<file path="src/include/arc_pkg.sv">
// Package: constants and types for the autorange converter control block
package arc_pkg;
   localparam int CLK_HZ = 25000000;
   // Converter conversion length in converter clock periods
   localparam int CONV_PERIODS = 16400;
   // Converter clock divider: converter clock period in mclk cycles
   localparam int CONV_CLK_DIV = 4;
   localparam int CONV_CYCLES = CONV_PERIODS * CONV_CLK_DIV;
   // Ramp-down phase start, in converter clock periods into the cycle
   localparam int RAMP_DOWN_AT = 8200;
   localparam int DIGIT_SLOT = 64;
   localparam int DIGIT_BLANK = 8;
   localparam int NUM_DIGITS = 4;
   localparam int NUM_RANGES = 4;
   localparam logic [3:0] BCD_BLANK = 4'hF;
   // Top digit code bit positions
   localparam int TD_HALF = 3;
   localparam int TD_SIGN = 2;
   localparam int TD_ONE = 1;
   localparam int TD_FAULT = 0;
   localparam logic [NUM_RANGES-1:0] SHREG_RESET = 4'h0;
   typedef enum logic [1:0] {ARC_VOLT, ARC_CURR, ARC_OHM} arc_func_t;
   typedef struct packed {
      logic [3:0] top;
      logic [3:0] hund;
      logic [3:0] tens;
      logic [3:0] units;
   } arc_result_t;
endpackage

</file>
<file path="src/core/arc_range_ctrl.sv">
// Module: converter result coder and autorange control for the meter
`timescale 1ns/10ps
module arc_range_ctrl (
   input wire logic mclk,
   input wire logic arst_n,
   input wire logic ext_clk_sel,
   input wire logic ext_conv_clk,
   input wire logic display_latch_strobe,
   input wire logic [3:0] result_top,
   input wire logic [3:0] result_hund,
   input wire logic [3:0] result_tens,
   input wire logic [3:0] result_units,
   input wire logic range_hold,
   input wire arc_pkg::arc_func_t func_sel,
   output logic conv_done,
   output logic [3:0] bcd_out,
   output logic [3:0] digit_sel,
   output logic [3:0] top_digit_code,
   output logic range_relay_one,
   output logic range_relay_two,
   output logic range_relay_three,
   output logic range_relay_four,
   output logic [1:0] decimal_point_position,
   output logic ref_2v_sel,
   output logic integ_low_sel,
   output logic [3:0] curr_shunt_sel,
   output logic display_on
);
   import arc_pkg::*;

   // ----------------------------------------
   // Reset and input synchronisers
   // ----------------------------------------
   logic [1:0] rst_sync;
   logic rst_n;
   logic [1:0] strobe_s;
   logic strobe_q;
   logic [1:0] eclk_s;
   logic eclk_q;
   logic [1:0] hold_s;
   logic [1:0] esel_s;

   always_ff @(posedge mclk or negedge arst_n) begin
      if (!arst_n) begin
         rst_sync <= 2'h0;
      end else begin
         rst_sync <= {rst_sync[0], 1'h1};
      end
   end
   assign rst_n = rst_sync[1];

   always_ff @(posedge mclk or negedge rst_n) begin
      if (!rst_n) begin
         strobe_s <= 2'h0;
         strobe_q <= 1'h0;
         eclk_s <= 2'h0;
         eclk_q <= 1'h0;
         hold_s <= 2'h0;
         esel_s <= 2'h0;
      end else begin
         strobe_s <= {strobe_s[0], display_latch_strobe};
         strobe_q <= strobe_s[1];
         eclk_s <= {eclk_s[0], ext_conv_clk};
         eclk_q <= eclk_s[1];
         hold_s <= {hold_s[0], range_hold};
         esel_s <= {esel_s[0], ext_clk_sel};
      end
   end

   // ----------------------------------------
   // Converter clock and conversion timing
   // ----------------------------------------
   // External clock edges counted one per period; internal divider otherwise
   logic [$clog2(CONV_CLK_DIV)-1:0] div_cnt;
   logic [$clog2(CONV_PERIODS)-1:0] period_cnt;
   logic tick;
   logic int_tick;
   logic ext_tick;
   logic conv_end;
   logic ramp_down;
   logic latch_armed;
   logic strobe_rise;

   assign int_tick = (int'(div_cnt) == CONV_CLK_DIV - 1);
   assign ext_tick = eclk_s[1] & ~eclk_q;
   assign tick = esel_s[1] ? ext_tick : int_tick;
   assign conv_end = tick && (period_cnt == CONV_PERIODS[$bits(period_cnt)-1:0] - 1'b1);
   assign ramp_down = (period_cnt >= RAMP_DOWN_AT[$bits(period_cnt)-1:0]);
   assign strobe_rise = strobe_s[1] & ~strobe_q;

   always_ff @(posedge mclk or negedge rst_n) begin
      if (!rst_n) begin
         div_cnt <= '0;
         period_cnt <= '0;
         conv_done <= 1'h0;
      end else begin
         div_cnt <= int_tick ? '0 : div_cnt + 1'b1;
         if (conv_end) begin
            period_cnt <= '0;
         end else if (tick) begin
            period_cnt <= period_cnt + 1'b1;
         end
         // Internal clock: pulse spans first half of the converter period after the end; one mclk on external clock
         conv_done <= conv_end || (conv_done && !esel_s[1] && (int'(div_cnt) < CONV_CLK_DIV / 2 - 1));
      end
   end

   // ----------------------------------------
   // Result latch and top digit coding
   // ----------------------------------------
   arc_result_t res;
   logic [3:0] next_top;
   logic top_one;
   logic top_zero;
   logic over_r;
   logic under_r;
   logic positive;

   // Sign taken from top digit field value bit 3 (one when negative source)
   assign positive = ~result_top[3];
   assign top_one = (result_top[2:0] == 3'h1) && (result_hund <= 4'h9);
   assign top_zero = (result_top[2:0] == 3'h0);
   assign over_r = (result_top[2:0] > 3'h1);
   assign under_r = top_zero && (result_hund == 4'h0) && (result_tens < 4'h2);
   always_comb begin
      next_top = '0;
      next_top[TD_HALF] = ~(top_one | over_r);
      next_top[TD_SIGN] = positive;
      next_top[TD_ONE] = top_zero | over_r;
      next_top[TD_FAULT] = over_r | under_r;
   end

   always_ff @(posedge mclk or negedge rst_n) begin
      if (!rst_n) begin
         latch_armed <= 1'h0;
         res <= '0;
         top_digit_code <= 4'hE;
      end else begin
         if (conv_end) begin
            latch_armed <= 1'h0;
         end else if (strobe_rise && !ramp_down) begin
            latch_armed <= 1'h1;
         end
         // New data only when a strobe edge came before ramp-down
         if (conv_end && (latch_armed || (strobe_rise && !ramp_down))) begin
            res <= '{top: 4'h0, hund: result_hund, tens: result_tens, units: result_units};
            top_digit_code <= next_top;
         end
      end
   end

   // ----------------------------------------
   // Digit multiplexing with inter-digit blanking
   // ----------------------------------------
   logic [$clog2(DIGIT_SLOT)-1:0] slot_cnt;
   logic [1:0] digit_idx;
   logic blank_phase;
   logic [3:0] digit_val;
   logic [3:0] next_digit_sel;

   function automatic logic [3:0] pick_digit(input arc_result_t r, input logic [1:0] idx, input logic [3:0] top);
      case (idx)
         2'h0: pick_digit = top;
         2'h1: pick_digit = r.hund;
         2'h2: pick_digit = r.tens;
         default: pick_digit = r.units;
      endcase
   endfunction

   assign blank_phase = (slot_cnt < DIGIT_BLANK[$bits(slot_cnt)-1:0]);
   assign digit_val = pick_digit(res, digit_idx, top_digit_code);
   assign next_digit_sel = blank_phase ? 4'h0 : (4'h8 >> digit_idx);

   always_ff @(posedge mclk or negedge rst_n) begin
      if (!rst_n) begin
         slot_cnt <= '0;
         digit_idx <= 2'h0;
         digit_sel <= 4'h0;
         bcd_out <= BCD_BLANK;
      end else begin
         slot_cnt <= slot_cnt + 1'b1;
         if (int'(slot_cnt) == DIGIT_SLOT - 1) begin
            digit_idx <= digit_idx + 1'b1;
         end
         digit_sel <= next_digit_sel;
         bcd_out <= blank_phase ? BCD_BLANK : digit_val;
      end
   end

   // ----------------------------------------
   // Range shift register and relay decode
   // ----------------------------------------
   logic [NUM_RANGES-1:0] shreg;
   logic [NUM_RANGES-1:0] next_shreg;
   logic [NUM_RANGES-1:0] relay_dec;
   logic shift_clk;
   logic is_over;
   logic is_under;
   logic full_over;
   logic blink;

   assign is_over = next_top[TD_FAULT] & ~next_top[TD_HALF];
   assign is_under = next_top[TD_FAULT] & next_top[TD_HALF];
   // Hold gates the shift clock, range kept across measurements
   assign shift_clk = conv_end && (is_over || is_under) && !hold_s[1];
   // High level enters at bit 0 moving right, ones leave moving left
   assign next_shreg = is_over ? {shreg[NUM_RANGES-2:0], 1'b1} : {1'b0, shreg[NUM_RANGES-1:1]};

   genvar gi;
   generate
      for (gi = 0; gi < NUM_RANGES; gi++) begin : g_dec
         if (gi == 0) begin : g_first
            assign relay_dec[gi] = ~shreg[0];
         end else if (gi < NUM_RANGES - 1) begin : g_rest
            assign relay_dec[gi] = shreg[gi-1] ^ shreg[gi];
         end else begin : g_top // Saturated all-ones word still picks the top range
            assign relay_dec[gi] = shreg[gi-1];
         end
      end
   endgenerate
   assign full_over = is_over && (shreg == {NUM_RANGES{1'b1}});

   always_ff @(posedge mclk or negedge rst_n) begin
      if (!rst_n) begin
         shreg <= SHREG_RESET;
         blink <= 1'h0;
         display_on <= 1'h1;
         {range_relay_four, range_relay_three, range_relay_two, range_relay_one} <= 4'h1;
         decimal_point_position <= 2'h0;
         ref_2v_sel <= 1'h0;
         integ_low_sel <= 1'h0;
         curr_shunt_sel <= 4'h0;
      end else begin
         if (shift_clk) begin
            shreg <= next_shreg;
         end
         if (conv_end) begin
            blink <= full_over ? ~blink : 1'h0;
         end
         display_on <= ~blink;
         {range_relay_four, range_relay_three, range_relay_two, range_relay_one} <= relay_dec;
         decimal_point_position <= func_sel == ARC_VOLT && relay_dec[0] ? 2'h1 :
                                   relay_dec[0] ? 2'h3 : relay_dec[1] ? 2'h2 : 2'h1;
         ref_2v_sel <= (func_sel == ARC_OHM) || (func_sel == ARC_VOLT && !relay_dec[0]);
         integ_low_sel <= (func_sel == ARC_VOLT) && relay_dec[0];
         curr_shunt_sel <= (func_sel == ARC_CURR) ? relay_dec : 4'h0;
      end
   end

   // ----------------------------------------
   // Checks
   // ----------------------------------------
   a_relay_one_hot: assert property (@(posedge mclk) disable iff (!rst_n)
      $onehot({range_relay_four, range_relay_three, range_relay_two, range_relay_one}))
      else $error("relay lines not one-hot");
   a_shift_in_range: assert property (@(posedge mclk) disable iff (!rst_n)
      (conv_end && !next_top[TD_FAULT]) |=> $stable(shreg))
      else $error("shift on in-range result");
   a_hold_blocks: assert property (@(posedge mclk) disable iff (!rst_n)
      hold_s[1] |=> $stable(shreg))
      else $error("shift while range held");
   a_over_right: assert property (@(posedge mclk) disable iff (!rst_n)
      shift_clk && is_over |=> shreg == {$past(shreg[NUM_RANGES-2:0]), 1'b1})
      else $error("over-range shift wrong");
   a_sel_blank: assert property (@(posedge mclk) disable iff (!rst_n)
      digit_sel == 4'h0 |-> bcd_out == BCD_BLANK)
      else $error("bcd not blank between selects");
   a_ref_ohm: assert property (@(posedge mclk) disable iff (!rst_n)
      func_sel == ARC_OHM |=> ref_2v_sel)
      else $error("ohms not on 2 V reference");
   a_integ_sel: assert property (@(posedge mclk) disable iff (!rst_n)
      integ_low_sel |-> $past(func_sel) == ARC_VOLT && range_relay_one)
      else $error("integrator switch outside low volt range");
   a_done_short: assert property (@(posedge mclk) disable iff (!rst_n)
      conv_done [*2] |=> !conv_done)
      else $error("conversion done pulse too long");
endmodule // arc_range_ctrl

</file>
<file path="config.mk">
export PLATFORM = sky130hd
export DESIGN_NAME = arc_range_ctrl
export DESIGN_NICKNAME = d
export VERILOG_FILES = /design/src/include/arc_pkg.sv /design/src/core/arc_range_ctrl.sv
export SDC_FILE = /design/constraint.sdc
export NUM_CORES = 1
export LEC_CHECK = 0
export BUFFER_PORTS_ARGS = -buffer_cell sky130_fd_sc_hd__buf_2
export CAP_MARGIN = 20
export CORE_UTILIZATION = 25
export DETAILED_ROUTE_END_ITERATION = 16
export PLACE_DENSITY = 0.51
export SLEW_MARGIN = 15
export SYNTH_ARGS = -nofsm -noshare
export SYNTH_HDL_FRONTEND = slang
export SYNTH_SLANG_ARGS = --single-unit
</file>
<file path="constraint.sdc">
create_clock -name mclk -period 7.7 [get_ports mclk]
set_clock_uncertainty 0.15 [all_clocks]
set_input_delay 1.54 -clock mclk [delete_from_list [all_inputs] [get_ports mclk]]
set_output_delay 1.54 -clock mclk [all_outputs]
set_load 0.02 [all_outputs]
</file>
# Word-level counts from Yosys, hierarchy flattened
# Index checks and enable logic that the tools add are counted.
# word_totals
latch_bits,0
word_cells,106
regBits,81
mem_count,0
mem_bits_ro,0
mem_bits_rw,0
output_inout_bits,26
# op_classes
n_eq_ne,9
n_addsub,4
order_cmp,6
reduce_logical,26
n_bitwise,15
multipliers,0
n_shift,1
n_div,0
muxes,15
# ops
cell,count
$mux 15,2
$mux 4,4
$add 15x1->15 const B,1
$eq 15x15->1 const B,1
$ge 15x14->1 const B,1
$logic_and 1x1->1,13
$pmux 4 s3,1
$mux 2,4
$add 6x1->6 const B,1
$eq 2x1->1 const B,3
$eq 6x1->1 const B,1
$lt 6x4->1 const B,1
$not 1->1,6
$add 2x1->2 const B,2
$and 1x1->1,4
$eq 2x2->1 const B,2
$eq 4x4->1 const B,1
$le 4x4->1 const B,1
$logic_not 2->1,2
$logic_not 4->1,1
$logic_or 1x1->1,4
$lt 4x2->1 const B,1
$mux 1,4
$reduce_bool 2->1,2
8 further kinds,13

# Longest topological paths before layout
# depth
ltp_word,8
mapped_depth,6

# Least setup slack after synthesis
# Ideal clock, no wire load.
# synth_timing
path_kind,input port to flip-flop
startpoint,input port result_top[0]
endpoint,register shreg[3]
required_ps,7425
setup_time_ps,125
path_stages,4
arrival_ps,2771
slack_ps,4655
path_cell_list,nor4_1 > nand2_1 > a2111oi_4 > mux2_2
# synth_via
elab_chain_len,8
elab_cells_between_ends,15
classes_between,order compare (1); eq/ne (1); mux (1); bitwise (5); reduce/logical (7)
# synth_lines
element,line_no,text
from (decl),arc_range_ctrl.sv:9,"input wire logic [3:0] result_top,"
branches (longest 8 deep; another with $gt 3x1->1),-,
to (signal assigned),arc_range_ctrl.sv:235,shreg <= next_shreg;
to (decl),arc_range_ctrl.sv:193,logic [NUM_RANGES-1:0] shreg;
# Several ways; the timed one is not identified.
# A chain may end at the register's enable or synchronous reset.

# Worst setup path after layout
# layout_timing
startpoint,input port result_hund[3]
endpoint,register shreg[3]
# layout_via
elab_chain_len,8
elab_cells_between_ends,14
classes_between,order compare (1); mux (1); bitwise (5); reduce/logical (7)
# layout_lines
element,line_no,text
from (decl),arc_range_ctrl.sv:10,"input wire logic [3:0] result_hund,"
$le 4x4->1 or $logic_not 4->1 (tied branches),"arc_range_ctrl.sv:121, arc_range_ctrl.sv:124",
$logic_and 1x1->1 (on tied branches),"arc_range_ctrl.sv:121, arc_range_ctrl.sv:124",
$or 1x1->1 or $logic_and 1x1->1 (tied branches),"arc_range_ctrl.sv:127, arc_range_ctrl.sv:124",
$not 1->1 or $or 1x1->1 (tied branches),"arc_range_ctrl.sv:127, arc_range_ctrl.sv:130",
$and 1x1->1 (on tied branches),"arc_range_ctrl.sv:203, arc_range_ctrl.sv:202",
$logic_or 1x1->1,arc_range_ctrl.sv:205,assign shift_clk = conv_end && (is_over || is_under) && !hold_s[1];
$logic_and 1x1->1 (2 in a row),arc_range_ctrl.sv:205,
# Parallel ways exist; a longest one is shown, timed or not.

==> impl_metrics.env <==
export IMPL_status="finished, final reports clean"
export IMPL_overflow=0
export IMPL_clock_sinks=81
export IMPL_startpoint_type="primary input"
export IMPL_drc=0
export IMPL_nets=357
export IMPL_drv_cap=0
export IMPL_yosysSeqAreaShare_pct=61.3
export IMPL_core_mm2=0.0128
export IMPL_num_vias=2122
export IMPL_ir_drop_mv=0.0994
export IMPL_cp_max_fo=4
export IMPL_whs_ns=0.0613
export IMPL_crit_path_end_kind="flop"
export IMPL_grt_pass1_vias=2250
export IMPL_cts_setup_buffers=0
export IMPL_start_util_pct=26.0
export IMPL_clockRootBuffer="clkbuf_16"
export IMPL_nFillCells=1272
export IMPL_setup_ws_ns=4.73
export IMPL_ant_nets=0
export IMPL_numPortBuffers=49
export IMPL_die_w_um=117
export IMPL_cts_tree="yes"
export IMPL_die_y_um=117
export IMPL_cts_path_max_buffers=2
export IMPL_synth_flop_cell="dfrtp_1"
export IMPL_syn2layout_area_growth_pct=23.6
export IMPL_drtIter0Drc=86
export IMPL_synthArstFlopShare_pct=100
export IMPL_setup_violations=0
export IMPL_yosys_area_share_simple_pct=13.4
export IMPL_worst_ep_required_time_ns=7.78
export IMPL_io_pins=50
export IMPL_worstSetupPathType="primary input to flop"
export IMPL_ys_warn_count=0
export IMPL_vias_per_cell=4.25
export IMPL_ys_ff_latch=81
export IMPL_die_area_mm2=0.0138
export IMPL_hold_buffers=0
export IMPL_drive_above_1_share_pct=29.7
export IMPL_drv_slew=0
export IMPL_fin_tns_setup_ns=0
export IMPL_rows=41
export IMPL_clock_latency_ns=0.34
export IMPL_grt_start_max_net_pins=80
export IMPL_routed_wl_mm=6.23
export IMPL_p_leak_nw=1.96
export IMPL_worst_pin_slew_ns=0.974
export IMPL_crit_arrival_ns=3.05
export IMPL_slew_headroom_pct=35.1
export IMPL_synth_avg_cell_area_um2=12.6
export IMPL_p_per_area_mw_per_mm2=237
export IMPL_grt_pass1_wl_mm=10.9
export IMPL_antenna_cells=0
export IMPL_gr_usage_all_layers_pct=10.1
export IMPL_clkSlewWorstSetupHoldPaths_ns=0.06
export IMPL_worst_hold_path_type="flop to async pin"
export IMPL_period_needed_ns=2.97
export IMPL_routabilityCongestion=0.761
export IMPL_p_total_uw=974
export IMPL_htreeDepth=3
export IMPL_finalHoldViolCount=0
export IMPL_synth_mux_area_share_pct=7.56
export IMPL_cts_buffers=9
export IMPL_firstDrtPassIters=4
export IMPL_dpl_hpwl_mm=4.38
export IMPL_yosysUniqueCellTypes=42
export IMPL_cts_resized=0
export IMPL_synth_top_family_by_area="simple AND/OR/NAND/NOR gates"
export IMPL_syn_inst=264
export IMPL_preCtsSetupSlack_ns=4.36
export IMPL_synth_fa_ha_area_share_pct=4.14
export IMPL_max_clock_freq_mhz=337
export IMPL_syn_num_nets=299
export IMPL_wire_per_inst_um=12.5
export IMPL_synth_edf_count=0
export IMPL_grt_setup_unrepaired="no"
export IMPL_synth_compound_area_share_pct=6.02
export IMPL_syn_area_mm2=0.00333
export IMPL_min_period_over_period_pct=38.6
export IMPL_synthXorXnorAreaFrac_pct=4.74
export IMPL_antenna_found_initial=0
## synthesized netlist by cell type (2+ instances only)
| master | instances | area [µm²] |
|---|---|---|
| o2111ai_1 | 2 | 17.5 |
| nor2_1 | 17 | 63.8 |
| ha_1 | 11 | 138 |
| nand3b_1 | 2 | 15.0 |
| xnor2_1 | 10 | 87.6 |
| nand4_1 | 5 | 31.3 |
| dfrtp_1 | 72 | 1800 |
| nand3_1 | 9 | 45.0 |
| and2_1 | 4 | 25.0 |
| nand2_1 | 21 | 78.8 |
| mux2i_1 | 6 | 60.1 |
| nor2b_1 | 2 | 12.5 |
| o21ai_0 | 10 | 50.1 |
| a222oi_1 | 4 | 40.0 |
| and3_1 | 6 | 37.5 |
| nor4_1 | 4 | 25.0 |
| mux2_2 | 17 | 191 |
| dfstp_2 | 9 | 236 |
| xor2_1 | 8 | 70.1 |
| nor3_1 | 4 | 20.0 |
| inv_1 | 19 | 71.3 |
| nand2b_1 | 2 | 12.5 |
## worst paths after layout
check / from / end / slack (ns) / cells after the start
max: result_hund[3] / shreg[3] / 4.73 / 5
max reg2reg: div_cnt[0] / res[7] / 5.03 / 5
min: rst_sync[1] / digit_idx[1] / 0.06 / 0
min in group mclk: rst_sync[0] / rst_sync[1] / 0.20 / 0
max in group asynchronous: arst_n / rst_sync[1] / 6.46 / 1
min reg2reg: rst_sync[1] / digit_idx[1] / 0.06 / 0
## routing by layer
metal  up-vias  wire (µm)  global-route usage [%]  share of wire [%]
li1       1030          -                       -                  -
met1      1040       2880                    12.2                 46
met2        45       2890                    15.5                 46
met3         7        378                    4.72                6.1
met4         0         79                    3.90                1.3
met5         -          0                       0                  0
## final cells by class
class | count | area [µm²] | share of cell area (%)
Sequential cell | 81 | 2040 | 49.7
Clock inverter | 6 | 72.6 | 1.77
Inverter | 19 | 71.3 | 1.74
Tap cell | 172 | 215 | 5.24
Clock buffer | 10 | 239 | 5.82
Timing Repair Buffer | 50 | 273 | 6.64
Multi-Input combinational cell | 161 | 1200 | 29.1
## cells by family (layout without fill, tap and decap cells)
| group | count (synthesis) | count (layout) |
|---|---|---|
| buffers and inverters | 22 | 85 |
| adders and majority gates | 11 | 11 |
| AOI/OAI and AO/OA | 24 | 24 |
| muxes | 23 | 23 |
| and+or+nand+nor | 84 | 84 |
| other | 1 | 1 |
| DFF | 81 | 81 |
| xor gates and xnor gates | 18 | 18 |
## state kept, by name, indices dropped and copies added, names as in the netlist, 2 cells and up
signal	flops
period_cnt	15
curr_shunt_sel	4
bcd_out	4
digit_sel	4
slot_cnt	6
strobe_s	2
res	12
hold_s	2
esel_s	2
shreg	4
rst_sync	2
digit_idx	2
div_cnt	2
decimal_point_position	2
eclk_s	2
top_digit_code	4
## cell usage in the layout, fill, tap and decap left out, types with 5 or more instances in the layout
cell	instances
and3_1	6
buf_2	49
clkbuf_16	9
dfrtp_1	71
dfstp_2	9
ha_1	11
inv_1	19
mux2_2	17
mux2i_1	6
nand2_1	21
nand3_1	9
nand4_1	5
nor2_1	17
o21ai_0	10
xnor2_1	10
xor2_1	8
## critical path, cell delays in order
cell and delay (ns):
buf_2 0.11, nor4_1 0.30, nand2_1 0.18, a2111oi_4 0.54
mux2_2 0.38
## power breakdown
| group | internal (mW) | switching, mW |
|---|---|---|
| Sequential | 0.447 | 0.0192 |
| Combinational | 0.0281 | 0.0395 |
| Clock | 0.264 | 0.176 |
| Total | 0.739 | 0.235 |
## stage by stage
stage	area, µm²	utilization [%]	cells
after global placement	3770	29.5	482
after global routing	4110	32.2	499
after CTS	4080	32.0	498
final	4110	32.2	499
after detailed placement	3770	29.5	482
after floorplan	3330	-	264
Note: power is estimated with default switching activity, not from simulation.
